### src/hw/debug_wire_regs.vh
// Constants for the single-wire debug command unit
`ifndef DEBUG_WIRE_REGS_VH
`define DEBUG_WIRE_REGS_VH
`define DW_WB_CTRL      4'h0
`define DW_WB_MATCH     4'h4
`define DW_WB_STATE     4'h8
`define DW_BIT_DMEN     7
`define DW_BIT_HALTED   6
`define DW_BIT_BPEN     5
`define DW_BIT_FRC      4
`define DW_BIT_ACKEN    3
`define DW_RST_DMEN     1'h0
`define DW_RST_BPEN     1'h0
`define DW_RST_FRC      1'h0
`define DW_RST_ACKEN    1'h0
`define DW_RST_MATCH    16'h0000
`define DW_BIT_SAMPLE   10'h00a
`define DW_SPEEDUP      10'h007
`define DW_ZERO_LOW     10'h00d
`define DW_TIMEOUT      10'h200
`define DW_SYNC_DETECT  8'h80
`define DW_SYNC_WAIT    8'h10
`define DW_SYNC_LOW     8'h80
`define DW_DELAY        5'h10
`define DW_SHORT_WAIT   5'h02
`define DW_CMD_ACK_ON   8'hd5
`define DW_CMD_ACK_OFF  8'hd6
`define DW_CMD_HALT     8'h90
`define DW_CMD_STATE    8'he4
`define DW_CMD_CONTROL  8'hc4
`define DW_CMD_RD       8'he0
`define DW_CMD_RD_SS    8'he1
`define DW_CMD_RD_LAST  8'he8
`define DW_CMD_WR       8'hc0
`define DW_CMD_WR_SS    8'hc1
`define DW_CMD_MATCH_RD 8'he2
`define DW_CMD_MATCH_WR 8'hc2
`define DW_CMD_RESUME   8'h08
`define DW_CMD_STEP     8'h10
`define DW_CMD_RESUME_T 8'h18
`define DW_CMD_ACC_RD   8'h68
`define DW_CMD_FLG_RD   8'h69
`define DW_CMD_PC_RD    8'h6b
`define DW_CMD_HX_RD    8'h6c
`define DW_CMD_SP_RD    8'h6f
`define DW_CMD_NEXT_RD  8'h70
`define DW_CMD_NEXT_RDS 8'h71
`define DW_CMD_ACC_WR   8'h48
`define DW_CMD_FLG_WR   8'h49
`define DW_CMD_PC_WR    8'h4b
`define DW_CMD_HX_WR    8'h4c
`define DW_CMD_SP_WR    8'h4f
`define DW_CMD_NEXT_WR  8'h50
`define DW_CMD_NEXT_WRS 8'h51
`endif

### src/hw/debug_wire_phy.v
// Bit-level front end of the debug wire: sampling, bit timing, sync
`timescale 1ns/1ps
`include "debug_wire_regs.vh"
module debug_wire_phy (
    input  wire core_clk,
    input  wire srst,
    input  wire pin_level,
    output reg  pin_drive,
    output reg  pin_oe_n,
    input  wire tx_en,
    input  wire tx_bit,
    output reg  sample_stb,
    output reg  rx_bit,
    output reg  timeout_stb,
    output reg  sync_stb
);
    localparam S_IDLE  = 2'h0;
    localparam S_HIGH  = 2'h1;
    localparam S_WAIT  = 2'h2;
    localparam S_DRIVE = 2'h3;

    reg       q1_r, q2_r, q3_r, lvl_r, run_r, txe_r, txb_r;
    reg [9:0] cnt_r;
    reg [7:0] low_r;
    reg [7:0] scnt_r;
    reg [1:0] sst_r;

    // Level counts only once the last two stages agree
    wire agree = (q2_r == q3_r);
    wire fall  = agree & ~q3_r & lvl_r & (sst_r == S_IDLE);

    always @(posedge core_clk) begin
        if (srst) begin
            q1_r <= 1'h1; q2_r <= 1'h1; q3_r <= 1'h1; lvl_r <= 1'h1;
            run_r <= 1'h0; txe_r <= 1'h0; txb_r <= 1'h0;
            cnt_r <= `DW_TIMEOUT; low_r <= 8'h00; scnt_r <= 8'h00; sst_r <= S_IDLE;
            pin_drive <= 1'h1; pin_oe_n <= 1'h1;
            sample_stb <= 1'h0; rx_bit <= 1'h0; timeout_stb <= 1'h0; sync_stb <= 1'h0;
        end else begin
            q1_r <= pin_level;
            q2_r <= q1_r;
            q3_r <= q2_r;
            if (agree)
                lvl_r <= q3_r;
            sample_stb  <= 1'h0;
            timeout_stb <= 1'h0;
            sync_stb    <= 1'h0;
            if (fall) begin
                cnt_r <= 10'h000;
                run_r <= 1'h1;
                txe_r <= tx_en;
                txb_r <= tx_bit;
            end else if (cnt_r != `DW_TIMEOUT) begin
                cnt_r <= cnt_r + 10'h001;
                if (cnt_r == `DW_TIMEOUT - 10'h001)
                    timeout_stb <= 1'h1;
                if (cnt_r == `DW_ZERO_LOW)
                    run_r <= 1'h0;
                if (run_r & (cnt_r == `DW_BIT_SAMPLE)) begin
                    sample_stb <= 1'h1;
                    if (~txe_r)
                        rx_bit <= lvl_r;
                end
            end
            // Long low from the host is a sync request, though its start is still sampled as a bit
            if (sst_r == S_IDLE && !lvl_r && low_r != 8'hff)
                low_r <= low_r + 8'h01;
            else if (lvl_r)
                low_r <= 8'h00;
            case (sst_r)
                S_IDLE: if (!lvl_r && low_r == `DW_SYNC_DETECT - 8'h01) begin
                    sst_r <= S_HIGH;
                    sync_stb <= 1'h1;
                    run_r <= 1'h0;
                end
                S_HIGH: if (lvl_r) begin
                    sst_r  <= S_WAIT;
                    scnt_r <= 8'h00;
                end
                S_WAIT: begin
                    scnt_r <= scnt_r + 8'h01;
                    if (scnt_r == `DW_SYNC_WAIT - 8'h01) begin
                        sst_r  <= S_DRIVE;
                        scnt_r <= 8'h00;
                    end
                end
                S_DRIVE: begin
                    scnt_r <= scnt_r + 8'h01;
                    if (scnt_r == `DW_SYNC_LOW)
                        sst_r <= S_IDLE;
                end
                default: sst_r <= S_IDLE;
            endcase
            if (sst_r == S_DRIVE) begin
                pin_oe_n  <= 1'h0;
                pin_drive <= (scnt_r == `DW_SYNC_LOW);
            end else if (run_r & txe_r & ~txb_r & (cnt_r < `DW_ZERO_LOW)) begin
                pin_oe_n  <= 1'h0;
                pin_drive <= 1'h0;
            end else if (run_r & txe_r & (cnt_r == (txb_r ? `DW_SPEEDUP : `DW_ZERO_LOW))) begin
                pin_oe_n  <= 1'h0;
                pin_drive <= 1'h1;
            end else begin
                pin_oe_n  <= 1'h1;
                pin_drive <= 1'h1;
            end
        end
    end
endmodule // debug_wire_phy

### src/hw/debug_wire_cmd_unit.v
// Command layer, control registers and breakpoint of the debug wire
//
// Function
// - Command starts with 8-bit code, MSB first
// - Delay slot lasts 16 debug clock cycles
// - Address 16 bits, bytes 8, pairs 16
// - Status phase reads, control phase writes register
// - D5/D6 turn acknowledge on/off
// - Code 90 halts only when enabled
// - E4 returns status, C4 writes control
// - E0/E1 read memory, E1 adds status
// - E8 re-reads last address with status
// - C0/C1 write memory, C1 adds status
// - E2/C2 read/load breakpoint match, no delay
// - 08/18 resume, 10 single-steps
// - 68..6F read CPU registers
// - 48..4F load CPU registers
// - 70/71 increment index, read memory
// - 50/51 increment index, write memory
// - Sync answer: wait, 16, low 128, pulse
// - Forced breakpoint halts on any matching access
// - Tagged breakpoint marks fetched opcode only
// - Breakpoint enable resets to zero, gates all
// - Force/tag select: one forced, zero tagged
// - Bit time begins at host falling edge
// - 512 idle cycles abandon the command
// - Register and run commands need halted CPU
//
// Register access over Wishbone and the register offsets were chosen for this implementation.
`timescale 1ns/1ps
`include "debug_wire_regs.vh"
module debug_wire_cmd_unit (
    input  wire        core_clk,
    input  wire        srst,
    input  wire        debug_wire_pin_level,
    output wire        debug_wire_pin_drive,
    output wire        debug_wire_pin_oe_n,
    input  wire [3:0]  wb_adr,
    input  wire [31:0] wb_dat_w,
    output reg  [31:0] wb_dat_r,
    input  wire [3:0]  wb_sel,
    input  wire        wb_we,
    input  wire        wb_cyc,
    input  wire        wb_stb,
    output reg         wb_ack,
    input  wire        cpu_halted,
    input  wire [7:0]  cpu_acc,
    input  wire [7:0]  cpu_flags,
    input  wire [15:0] cpu_pc,
    input  wire [15:0] cpu_hx,
    input  wire [15:0] cpu_sp,
    output reg  [4:0]  cpu_reg_wr,
    output reg  [15:0] cpu_reg_wdata,
    output reg         halt_req,
    output reg         resume_req,
    output reg         step_req,
    output reg         mem_req,
    output reg         mem_we,
    output reg  [15:0] mem_addr,
    output reg  [7:0]  mem_wdata,
    input  wire [7:0]  mem_rdata,
    input  wire [15:0] cpu_addr,
    input  wire        cpu_access,
    input  wire        cpu_fetch,
    output reg         force_bkpt,
    output reg         tag_bkpt
);
    localparam ST_CMD  = 3'h0;
    localparam ST_RX   = 3'h1;
    localparam ST_EXEC = 3'h2;
    localparam ST_WAIT = 3'h3;
    localparam ST_TX   = 3'h4;

    // Index pair strobe, shared by the increment codes
    localparam WR_HX  = 5'h08;

    reg  [2:0]  st_r;
    reg  [4:0]  nb_r;
    reg  [4:0]  wcnt_r;
    reg  [23:0] sh_r;
    reg  [23:0] tx_r;
    reg  [7:0]  cmd_r;
    reg  [7:0]  info_r;
    reg  [15:0] last_addr_r;
    reg  [15:0] match_r;
    reg         dm_en_r;
    reg         bp_en_r;
    reg         frc_r;
    reg         acken_r;
    reg  [7:0]  state_byte;
    reg  [15:0] payload;
    wire        smp;
    wire        rxb;
    wire        tmo;
    wire        syn;
    wire [7:0]  info_nxt;
    wire [15:0] hx_inc = cpu_hx + 16'h0001;
    wire        wb_hit = wb_cyc & wb_stb & ~wb_ack;

    // Shape of each code: [7] known, [6] halted only, [5] delay,
    // [4:3] bytes in, [2:1] bytes out, [0] status byte leads output
    function [7:0] cmd_shape;
        input [7:0] code;
        begin
            case (code)
                `DW_CMD_ACK_ON, `DW_CMD_ACK_OFF, `DW_CMD_HALT: cmd_shape = 8'ha0;
                `DW_CMD_STATE:    cmd_shape = 8'h83;
                `DW_CMD_CONTROL:  cmd_shape = 8'h88;
                `DW_CMD_RD:       cmd_shape = 8'hb2;
                `DW_CMD_RD_SS:    cmd_shape = 8'hb5;
                `DW_CMD_RD_LAST:  cmd_shape = 8'h85;
                `DW_CMD_WR:       cmd_shape = 8'hb8;
                `DW_CMD_WR_SS:    cmd_shape = 8'hbb;
                `DW_CMD_MATCH_RD: cmd_shape = 8'h84;
                `DW_CMD_MATCH_WR: cmd_shape = 8'h90;
                `DW_CMD_RESUME, `DW_CMD_STEP, `DW_CMD_RESUME_T: cmd_shape = 8'he0;
                `DW_CMD_ACC_RD, `DW_CMD_FLG_RD, `DW_CMD_NEXT_RD: cmd_shape = 8'he2;
                `DW_CMD_PC_RD, `DW_CMD_HX_RD, `DW_CMD_SP_RD: cmd_shape = 8'he4;
                `DW_CMD_NEXT_RDS: cmd_shape = 8'he5;
                `DW_CMD_ACC_WR, `DW_CMD_FLG_WR, `DW_CMD_NEXT_WR: cmd_shape = 8'he8;
                `DW_CMD_PC_WR, `DW_CMD_HX_WR, `DW_CMD_SP_WR: cmd_shape = 8'hf0;
                `DW_CMD_NEXT_WRS: cmd_shape = 8'heb;
                default:          cmd_shape = 8'h00;
            endcase
        end
    endfunction

    assign info_nxt = cmd_shape({sh_r[6:0], rxb});

    debug_wire_phy u_phy (
        .core_clk    (core_clk),
        .srst        (srst),
        .pin_level   (debug_wire_pin_level),
        .pin_drive   (debug_wire_pin_drive),
        .pin_oe_n    (debug_wire_pin_oe_n),
        .tx_en       (st_r == ST_TX),
        .tx_bit      (tx_r[23]),
        .sample_stb  (smp),
        .rx_bit      (rxb),
        .timeout_stb (tmo),
        .sync_stb    (syn)
    );

    // Status byte, also the control byte layout
    always @* begin
        state_byte                 = 8'h00;
        state_byte[`DW_BIT_DMEN]   = dm_en_r;
        state_byte[`DW_BIT_HALTED] = cpu_halted;
        state_byte[`DW_BIT_BPEN]   = bp_en_r;
        state_byte[`DW_BIT_FRC]    = frc_r;
        state_byte[`DW_BIT_ACKEN]  = acken_r;
    end

    // Payload, high aligned
    always @* begin
        case (cmd_r)
            `DW_CMD_ACC_RD:   payload = {cpu_acc, 8'h00};
            `DW_CMD_FLG_RD:   payload = {cpu_flags, 8'h00};
            `DW_CMD_PC_RD:    payload = cpu_pc;
            `DW_CMD_HX_RD:    payload = cpu_hx;
            `DW_CMD_SP_RD:    payload = cpu_sp;
            `DW_CMD_MATCH_RD: payload = match_r;
            default:          payload = {mem_rdata, 8'h00};
        endcase
    end

    always @(posedge core_clk) begin
        if (srst) begin
            st_r <= ST_CMD;
            nb_r <= 5'h08;
            wcnt_r <= 5'h00;
            sh_r <= 24'h000000;
            tx_r <= 24'h000000;
            cmd_r <= 8'h00;
            info_r <= 8'h00;
            last_addr_r <= 16'h0000;
            match_r <= `DW_RST_MATCH;
            dm_en_r <= `DW_RST_DMEN;
            bp_en_r <= `DW_RST_BPEN;
            frc_r <= `DW_RST_FRC;
            acken_r <= `DW_RST_ACKEN;
            cpu_reg_wr <= 5'h00;
            cpu_reg_wdata <= 16'h0000;
            halt_req <= 1'h0;
            resume_req <= 1'h0;
            step_req <= 1'h0;
            mem_req <= 1'h0;
            mem_we <= 1'h0;
            mem_addr <= 16'h0000;
            mem_wdata <= 8'h00;
            wb_ack <= 1'h0;
            wb_dat_r <= 32'h00000000;
        end else begin
            cpu_reg_wr <= 5'h00;
            halt_req <= 1'h0;
            resume_req <= 1'h0;
            step_req <= 1'h0;
            mem_req <= 1'h0;
            wb_ack <= wb_hit;
            // Bus writes first so a serial write in the same cycle wins
            if (wb_hit & wb_we) begin
                if (wb_adr == `DW_WB_CTRL && wb_sel[0]) begin
                    dm_en_r <= wb_dat_w[`DW_BIT_DMEN];
                    bp_en_r <= wb_dat_w[`DW_BIT_BPEN];
                    frc_r   <= wb_dat_w[`DW_BIT_FRC];
                end
                if (wb_adr == `DW_WB_MATCH) begin
                    if (wb_sel[0])
                        match_r[7:0] <= wb_dat_w[7:0];
                    if (wb_sel[1])
                        match_r[15:8] <= wb_dat_w[15:8];
                end
            end
            if (wb_hit) begin
                case (wb_adr)
                    `DW_WB_CTRL:  wb_dat_r <= {24'h000000, state_byte};
                    `DW_WB_MATCH: wb_dat_r <= {16'h0000, match_r};
                    `DW_WB_STATE: wb_dat_r <= {23'h000000, st_r != ST_CMD, cmd_r};
                    default:      wb_dat_r <= 32'h00000000;
                endcase
            end
            case (st_r)
                ST_CMD: if (smp) begin
                    sh_r <= {sh_r[22:0], rxb};
                    if (nb_r == 5'h01) begin
                        nb_r <= 5'h08;
                        // Unknown codes, or halted-only codes while running, drop
                        if (info_nxt[7] && (!info_nxt[6] || cpu_halted)) begin
                            cmd_r  <= {sh_r[6:0], rxb};
                            info_r <= info_nxt;
                            if (info_nxt[4:3] != 2'h0) begin
                                st_r <= ST_RX;
                                nb_r <= {info_nxt[4:3], 3'h0};
                            end else begin
                                st_r <= ST_EXEC;
                            end
                        end
                    end else begin
                        nb_r <= nb_r - 5'h01;
                    end
                end
                ST_RX: if (smp) begin
                    sh_r <= {sh_r[22:0], rxb};
                    if (nb_r == 5'h01)
                        st_r <= ST_EXEC;
                    else
                        nb_r <= nb_r - 5'h01;
                end
                ST_EXEC: begin
                    // Side effects only here, after every input bit arrived
                    wcnt_r <= info_r[5] ? `DW_DELAY - 5'h01 : `DW_SHORT_WAIT - 5'h01;
                    st_r <= ST_WAIT;
                    case (cmd_r)
                        `DW_CMD_ACK_ON:  acken_r <= 1'h1;
                        `DW_CMD_ACK_OFF: acken_r <= 1'h0;
                        `DW_CMD_HALT:    halt_req <= dm_en_r;
                        `DW_CMD_CONTROL: begin
                            dm_en_r <= sh_r[`DW_BIT_DMEN];
                            bp_en_r <= sh_r[`DW_BIT_BPEN];
                            frc_r   <= sh_r[`DW_BIT_FRC];
                        end
                        `DW_CMD_MATCH_WR: match_r <= sh_r[15:0];
                        `DW_CMD_RD, `DW_CMD_RD_SS: begin
                            mem_req <= 1'h1;
                            mem_we <= 1'h0;
                            mem_addr <= sh_r[15:0];
                            last_addr_r <= sh_r[15:0];
                        end
                        `DW_CMD_RD_LAST: begin
                            mem_req <= 1'h1;
                            mem_we <= 1'h0;
                            mem_addr <= last_addr_r;
                        end
                        `DW_CMD_WR, `DW_CMD_WR_SS: begin
                            mem_req <= 1'h1;
                            mem_we <= 1'h1;
                            mem_addr <= sh_r[23:8];
                            mem_wdata <= sh_r[7:0];
                        end
                        `DW_CMD_RESUME, `DW_CMD_RESUME_T: resume_req <= 1'h1;
                        `DW_CMD_STEP: step_req <= 1'h1;
                        `DW_CMD_ACC_WR, `DW_CMD_FLG_WR, `DW_CMD_PC_WR, `DW_CMD_HX_WR, `DW_CMD_SP_WR: begin
                            // Strobe {sp,hx,pc,flags,acc} from the low code bits
                            cpu_reg_wr <= {cmd_r[2:0] == 3'h7, cmd_r[2:0] == 3'h4, cmd_r[2:0] == 3'h3,
                                           cmd_r[2:0] == 3'h1, cmd_r[2:0] == 3'h0};
                            cpu_reg_wdata <= info_r[4] ? sh_r[15:0] : {8'h00, sh_r[7:0]};
                        end
                        `DW_CMD_NEXT_RD, `DW_CMD_NEXT_RDS: begin
                            cpu_reg_wr <= WR_HX;
                            cpu_reg_wdata <= hx_inc;
                            mem_req <= 1'h1;
                            mem_we <= 1'h0;
                            mem_addr <= hx_inc;
                            last_addr_r <= hx_inc;
                        end
                        `DW_CMD_NEXT_WR, `DW_CMD_NEXT_WRS: begin
                            cpu_reg_wr <= WR_HX;
                            cpu_reg_wdata <= hx_inc;
                            mem_req <= 1'h1;
                            mem_we <= 1'h1;
                            mem_addr <= hx_inc;
                            mem_wdata <= sh_r[7:0];
                        end
                        default: st_r <= ST_WAIT;
                    endcase
                end
                ST_WAIT: if (wcnt_r == 5'h00) begin
                    if (info_r[2:1] == 2'h0) begin
                        st_r <= ST_CMD;
                        nb_r <= 5'h08;
                    end else begin
                        // Status byte leads when the code asks for it
                        tx_r <= info_r[0] ? {state_byte, payload} : {payload, 8'h00};
                        nb_r <= {info_r[2:1], 3'h0};
                        st_r <= ST_TX;
                    end
                end else begin
                    wcnt_r <= wcnt_r - 5'h01;
                end
                ST_TX: if (smp) begin
                    tx_r <= {tx_r[22:0], 1'h0};
                    if (nb_r == 5'h01) begin
                        st_r <= ST_CMD;
                        nb_r <= 5'h08;
                    end else begin
                        nb_r <= nb_r - 5'h01;
                    end
                end
                default: st_r <= ST_CMD;
            endcase
            // Abandon; side effects only fire in ST_EXEC
            if (tmo | syn) begin
                st_r <= ST_CMD;
                nb_r <= 5'h08;
            end
        end
    end

    // Match breakpoint; the CPU does the halt entry
    always @(posedge core_clk) begin
        if (srst) begin
            force_bkpt <= 1'h0;
            tag_bkpt <= 1'h0;
        end else begin
            force_bkpt <= bp_en_r & frc_r & cpu_access & (cpu_addr == match_r);
            tag_bkpt <= bp_en_r & ~frc_r & cpu_fetch & (cpu_addr == match_r);
        end
    end
endmodule // debug_wire_cmd_unit

### config.mk
export PLATFORM = sky130hd
export DESIGN_NAME = debug_wire_cmd_unit
export DESIGN_NICKNAME = d
export VERILOG_FILES = /design/src/hw/debug_wire_phy.v /design/src/hw/debug_wire_cmd_unit.v
export VERILOG_INCLUDE_DIRS = /design/src /design/src/hw
export SDC_FILE = /design/constraint.sdc
export NUM_CORES = 1
export LEC_CHECK = 0
export BUFFER_PORTS_ARGS = -buffer_cell sky130_fd_sc_hd__clkbuf_2
export CAP_MARGIN = 5
export CORE_ASPECT_RATIO = 1.1
export CORE_MARGIN = 3
export CORE_UTILIZATION = 47
export CTS_BUF_LIST = sky130_fd_sc_hd__clkbuf_4 sky130_fd_sc_hd__clkbuf_8
export CTS_CLUSTER_DIAMETER = 150
export CTS_CLUSTER_SIZE = 10
export DETAILED_ROUTE_END_ITERATION = 10
export MAX_ROUTING_LAYER = met4
export PLACE_DENSITY = 0.71
export SLEW_MARGIN = 40
export SYNTH_ARGS = -nofsm -noshare
export SYNTH_HDL_FRONTEND = slang
export SYNTH_HIERARCHICAL = 1
export SYNTH_SLANG_ARGS = --single-unit
### constraint.sdc
create_clock -name core_clk -period 2.57 [get_ports core_clk]
set_clock_uncertainty 0.15 [all_clocks]
set_input_delay 0.257 -clock core_clk [delete_from_list [all_inputs] [get_ports core_clk]]
set_output_delay 0.257 -clock core_clk [all_outputs]
set_load 0.01 [all_outputs]
After elaboration in Yosys (flattened, before gate mapping)
Index checks and enable logic that the tools add are counted.
Cells by class
  $add $sub $neg: 6
  order comparisons: 1
  equality and inequality tests: 97
  mux-type cells: 86
  bitwise operators: 28
  reduce and logical (&&, ||, !) cells: 64
Operator list (count)
  $eq A8 B7 Y1 const B: 29
  $eq A8 B8 Y1 const B: 24
  $pmux W8 S17: 1
  $mux W24: 4
  $pmux W16 S6: 1
  $mux W16: 5
  $pmux W16 S2: 2
  $pmux W16 S4: 1
  $mux W5: 11
  $pmux W16 S3: 1
  $pmux W24 S2: 1
  $mux W8: 5
  $eq A8 B5 Y1 const B: 4
  $mux W1: 28
  $mux W3: 9
  $eq A8 B4 Y1 const B: 3
  $pmux W8 S3: 1
  $reduce_or A3 Y1: 8
  $eq A10 B4 Y1 const B: 2
  $mux W10: 2
  $ne A2 B2 Y1 const B: 10
  $pmux W5 S2: 2
  $pmux W5 S4: 1
  $reduce_and A2 Y1: 9
  45 further kinds: 118
Storage, ports and cells
  register bits: 237
  input bits: 137
  output and inout port bits: 87
  word-level logic and storage cells: 326

Logic depth before layout (Yosys ltp)
  depth in word-level cells: 10
  mapped depth: 9
  mapped depth without buffers: 8

Modules after synthesis
Netlist, hierarchy kept.
Modules (own cells, without submodules)
  debug_wire_cmd_unit: times used 1, cells an instance 1190, area each 9694.3 um2, sequential area each 3583.4 um2
  debug_wire_phy: times used 1, cells an instance 224, area each 2013.2 um2, sequential area each 820.8 um2

Worst setup path before layout
No wires, ideal clock.
  kind: flip-flop to flip-flop
  start: reg nb_r[0]
  end: reg cmd_r[0]
  setup time: 128 ps
  arrival time: 2184 ps
  data required time: 2292 ps
  slack: 109 ps
  stages on the path, launching flop included: 9
  buffers on the path: 2
  period minus slack after synthesis: 2461 ps
  cells stage by stage: dfxtp_1 > ha_1 > or4b_1 > buf_2 > or4_4 > a211oi_4 > buf_6 > mux2i_1 > nor2_1
On the way
  longest elaborated chain between the ends: 2
Ends and longest elaborated chain
  from (decl): line debug_wire_cmd_unit.v:78  | reg [4:0] nb_r;
  from (signal assigned): line debug_wire_cmd_unit.v:233  | nb_r <= {info_nxt[4:3], 3'h0};
  from (signal assigned): line debug_wire_cmd_unit.v:239  | nb_r <= nb_r - 5'h01;
  from (signal assigned): line debug_wire_cmd_unit.v:247  | nb_r <= nb_r - 5'h01;
  $eq A5 B1 Y1: line debug_wire_cmd_unit.v:225  | if (nb_r == 5'h01) begin
  $reduce_and A4 Y1 (no source line)
  to (signal assigned): line debug_wire_cmd_unit.v:229  | cmd_r <= {sh_r[6:0], rxb};
  to (decl): line debug_wire_cmd_unit.v:82  | reg [7:0] cmd_r;
Every way passes these cells.
A chain may end at the register's enable or synchronous reset.

Worst setup path after layout
  start: reg cmd_r[2]
  end: reg tx_r[23]
On the way
  longest elaborated chain between the ends: 6
  elaborated cells between the ends (all ways): 11
  those cells by class: eq/ne (6); mux (5)
Ends and longest elaborated chain
  $eq A8 B8 Y1 / $eq A8 B7 Y1 (equally long branches): line debug_wire_cmd_unit.v:156  | case (cmd_r)
  $pmux W16 S6 (*): line debug_wire_cmd_unit.v:156
  $mux W24 (*): line debug_wire_cmd_unit.v:313  | tx_r <= info_r[0] ? {state_byte, payload} : {payload, 8'h00};
  $mux W24 (*): line debug_wire_cmd_unit.v:308  | if (info_r[2:1] == 2'h0) begin
  $mux W24 (*): line debug_wire_cmd_unit.v:307  | ST_WAIT: if (wcnt_r == 5'h00) begin
  $pmux W24 S2 (*): line debug_wire_cmd_unit.v:222  | case (st_r)
  to (signal assigned): line debug_wire_cmd_unit.v:313
  to (signal assigned): line debug_wire_cmd_unit.v:321  | tx_r <= {tx_r[22:0], 1'h0};
  to (decl): line debug_wire_cmd_unit.v:81  | reg [23:0] tx_r;
Mark *: on every way between the ends. The rest lies on a longest branch, timed or not. The select of a mux whose other input is x is not followed.

==> results.cfg <==
[worst_setup_path]
cpPeakStageDelay_ns = 0.48
startpoint = cmd_r[2]
r2r_slack_ns = 0.08
regToRegEndpoint = tx_r[23]
crit_required_ns = 2.87
crit_fanout = 9
rr_startpoint = cmd_r[2]
worst_setup_path_end_kind = flip-flop
slowest_stage = dfxtp_1
cp-start-kind = flip-flop
critPathTopFamily = compound AO/OA/AOI/OAI gates
critical_path_depth = 7
reg2reg_depth = 7
critical_path.endpoint = tx_r[23]
crit_buf_inv = 2
cp_data_arrival_time_ns = 2.78
critPathKind = flip-flop to flip-flop
worstPathCellList = buf_4 > buf_4 > nand3_1 > o2bb2ai_1 > a211oi_1 > o311a_1 > a211oi_1

[cells_and_area]
fin_area_mm2 = 0.0138
layout_common_cells = 216 x dfxtp_1, 188 x clkbuf_2, 170 x nor2_1
area_delta_synth_final_pct = 17.8
final_nets = 1778
drive_above_1_share = 0.216
final_common_cell = dfxtp_1
fillCellCount = 2226
fin_util = 0.573

[grt]
grt_overflow = 0
grt_pass1_vias = 10969
grt_pass1_wl_um = 60300
grt_antenna_before_repair = 1
grt_start_max_net_pins = 85
grt.total_usage = 0.289

[die]
rows = 59
core_area_mm2 = 0.0241
dieArea_mm2 = 0.0268
die_h_um = 172
ios = 224
die_w_um = 156
initial_core_util = 0.486

[sta]
hold_viol = 0
layout_min_cycle_time_ns = 2.49
setup_slack_ns = 0.0829
tightestPinTransition_ns = 0.666
setup_viol = 0
finalSetupTns_ns = 0
drv_slew = 0
rsz0062_at_grt = no
fin_crit_sh = 0.968
slew_headroom = 0.552
fmax_mhz = 402

[power]
totalPowerFinal_uw = 5950
p_leak_uw = 0.00553
power_density_mw_per_mm2 = 431
ir_drop_uv = 445

[clock_tree]
path_clk_slew_ns = 0.08
clock_path_buffers = 3
clock_latency_ns = 0.54
cts_buffers = 25
cts-root-buf = clkbuf_8
cts_tree = done
h-tree-depth = 1
cts_sinks = 220

[placed_design]
dp_worst_setup_slack_ns = 0.0978
gp_congestion = 0.988
place_hpwl_um = 29000
placed_cell_area_mm2 = 0.0132
io_buffers = 189

[synthesis]
ys_seq_area_frac = 0.376
synthArstFlopShare = 0
synth_cell_type_count = 81
synth_warnings = 6
synth.top_cell.area_share = 0.376
avgSynthCellArea_um2 = 8.28
netlist_top_cells_area = dfxtp_1 38%, nor2_1 5.5%, nand2_1 4.6%
synth_area_mm2 = 0.0117
synth_ff_type = dfxtp_1
ys_ff_latch = 220
netlist_instances = 1414
yosys.area.top_type = dfxtp_1
synth_edf_count = 0

[route]
drt_iter0_markers = 1071
wl_per_cell_um = 20.5
ant_nets = 0
vias = 11849
via_per_inst = 6.15
drc = 0
dr.pass1.iters = 6
wirelength_um = 39500

[min_path]
hold_path.class = input pin to flip-flop

[outcome]
status = completed

[job]
drv_cap = 0
timing repair:
| item | 4_1_cts | 5_1_grt |
|---|---|---|
| gates resized for setup | 0 | 12 |
| hold endpoints to repair | 26 | 0 |
| setup buffers | 0 | 1 |
| hold buffers | 21 | 0 |
| endpoints found under the setup margin | 0 | 23 |
worst min-delay path by stage:
stage	slack [ns]	depth (start not counted)	end	from
6_report	0.04	4	tx_r[11]	mem_rdata[3]
5_1_grt	0.04	4	tx_r[11]	mem_rdata[3]
3_3_place_gp	0.25	1	u_phy/q2_r	u_phy/q1_r
3_5_place_dp	0.25	1	u_phy/q2_r	u_phy/q1_r
2_1_floorplan	0.21	1	u_phy/q1_r	debug_wire_pin_level
4_1_cts	0.01	4	tx_r[10]	mem_rdata[2]
through the flow:
stage | cells | hold WS [ns]
5_1_grt | 1927 | 0.0374
3_3_place_gp | 1879 | 0.250
2_1_floorplan | 1429 | 0.211
3_5_place_dp | 1879 | 0.248
4_1_cts | 1925 | 0.0106
6_report | 1927 | 0.0371
cell families after synthesis:
group / after synthesis / share of synthesized area
buffers and inverters: 155 / 0.0582
multiplexers: 53 / 0.0464
AO/OA/AOI/OAI: 345 / 0.214
other: 1 / 0.000320
XOR/XNOR: 55 / 0.0411
AND/OR/NAND/NOR: 567 / 0.244
adder cells (fa/ha/maj): 18 / 0.0192
flip-flops: 220 / 0.376
power breakdown:
part | internal (uW) | switching [uW]
Combinational | 185 | 265
Sequential | 3430 | 17.9
Clock | 864 | 1190
worst reg2reg max path, cell delays in order, from the launching register on:
cell       delay [ns]
dfxtp_1          0.48
buf_4            0.25
buf_4            0.19
nand3_1          0.30
o2bb2ai_1        0.33
a211oi_1         0.13
o311a_1          0.32
a211oi_1         0.24
cell usage after synthesis, drive strengths merged (6+ instances only):
cell,number
nand2,144
or2,9
mux2i,43
a211oi,47
nor4b,11
buf,40
a22oi,19
a221oi,45
clkbuf,84
or3,10
o221ai,10
dfxtp,220
and2,10
a21o,8
nand4,20
xor2,24
nor4,13
nand3,21
and3,23
nor3,58
a21oi,82
o22ai,9
a222oi,12
a311oi,19
nor2,172
nor2b,17
and4,7
inv,30
xnor2,31
nand3b,8
ha,18
a211o,10
a31oi,6
o21ai,25
mux2,10
nand2b,10
o211ai,14
state kept, by name, summed over array words and instances (netlist names), 8 cells and up:
register,count
u_phy/cnt_r,10
last_addr_r,16
u_phy/low_r,8
tx_r,24
cpu_reg_wdata,16
mem_wdata,8
wb_dat_r,16
u_phy/scnt_r,8
cmd_r,8
mem_addr,16
sh_r,24
match_r,16
cell type report:
class	count	area, um^2	area share
flip-flops and latches	220	4410	0.320
clock buffers	25	344	0.0249
multi-input cells	1054	6730	0.487
inverters	31	116	0.00843
repair buffers	291	1820	0.132
diodes	1	2.50	0.000181
well taps	305	382	0.0277
routing by layer:
layer | GRT usage | vias to the layer above | routed length, um
met3 | 0.0488 | 144 | 3590
met2 | 0.461 | 623 | 17900
met4 | 0.137 | 0 | 2220
met5 | - | - | 0
li1 | - | 5573 | -
met1 | 0.356 | 5509 | 15800
No activity file was read; power rests on OpenSTA's default activity.
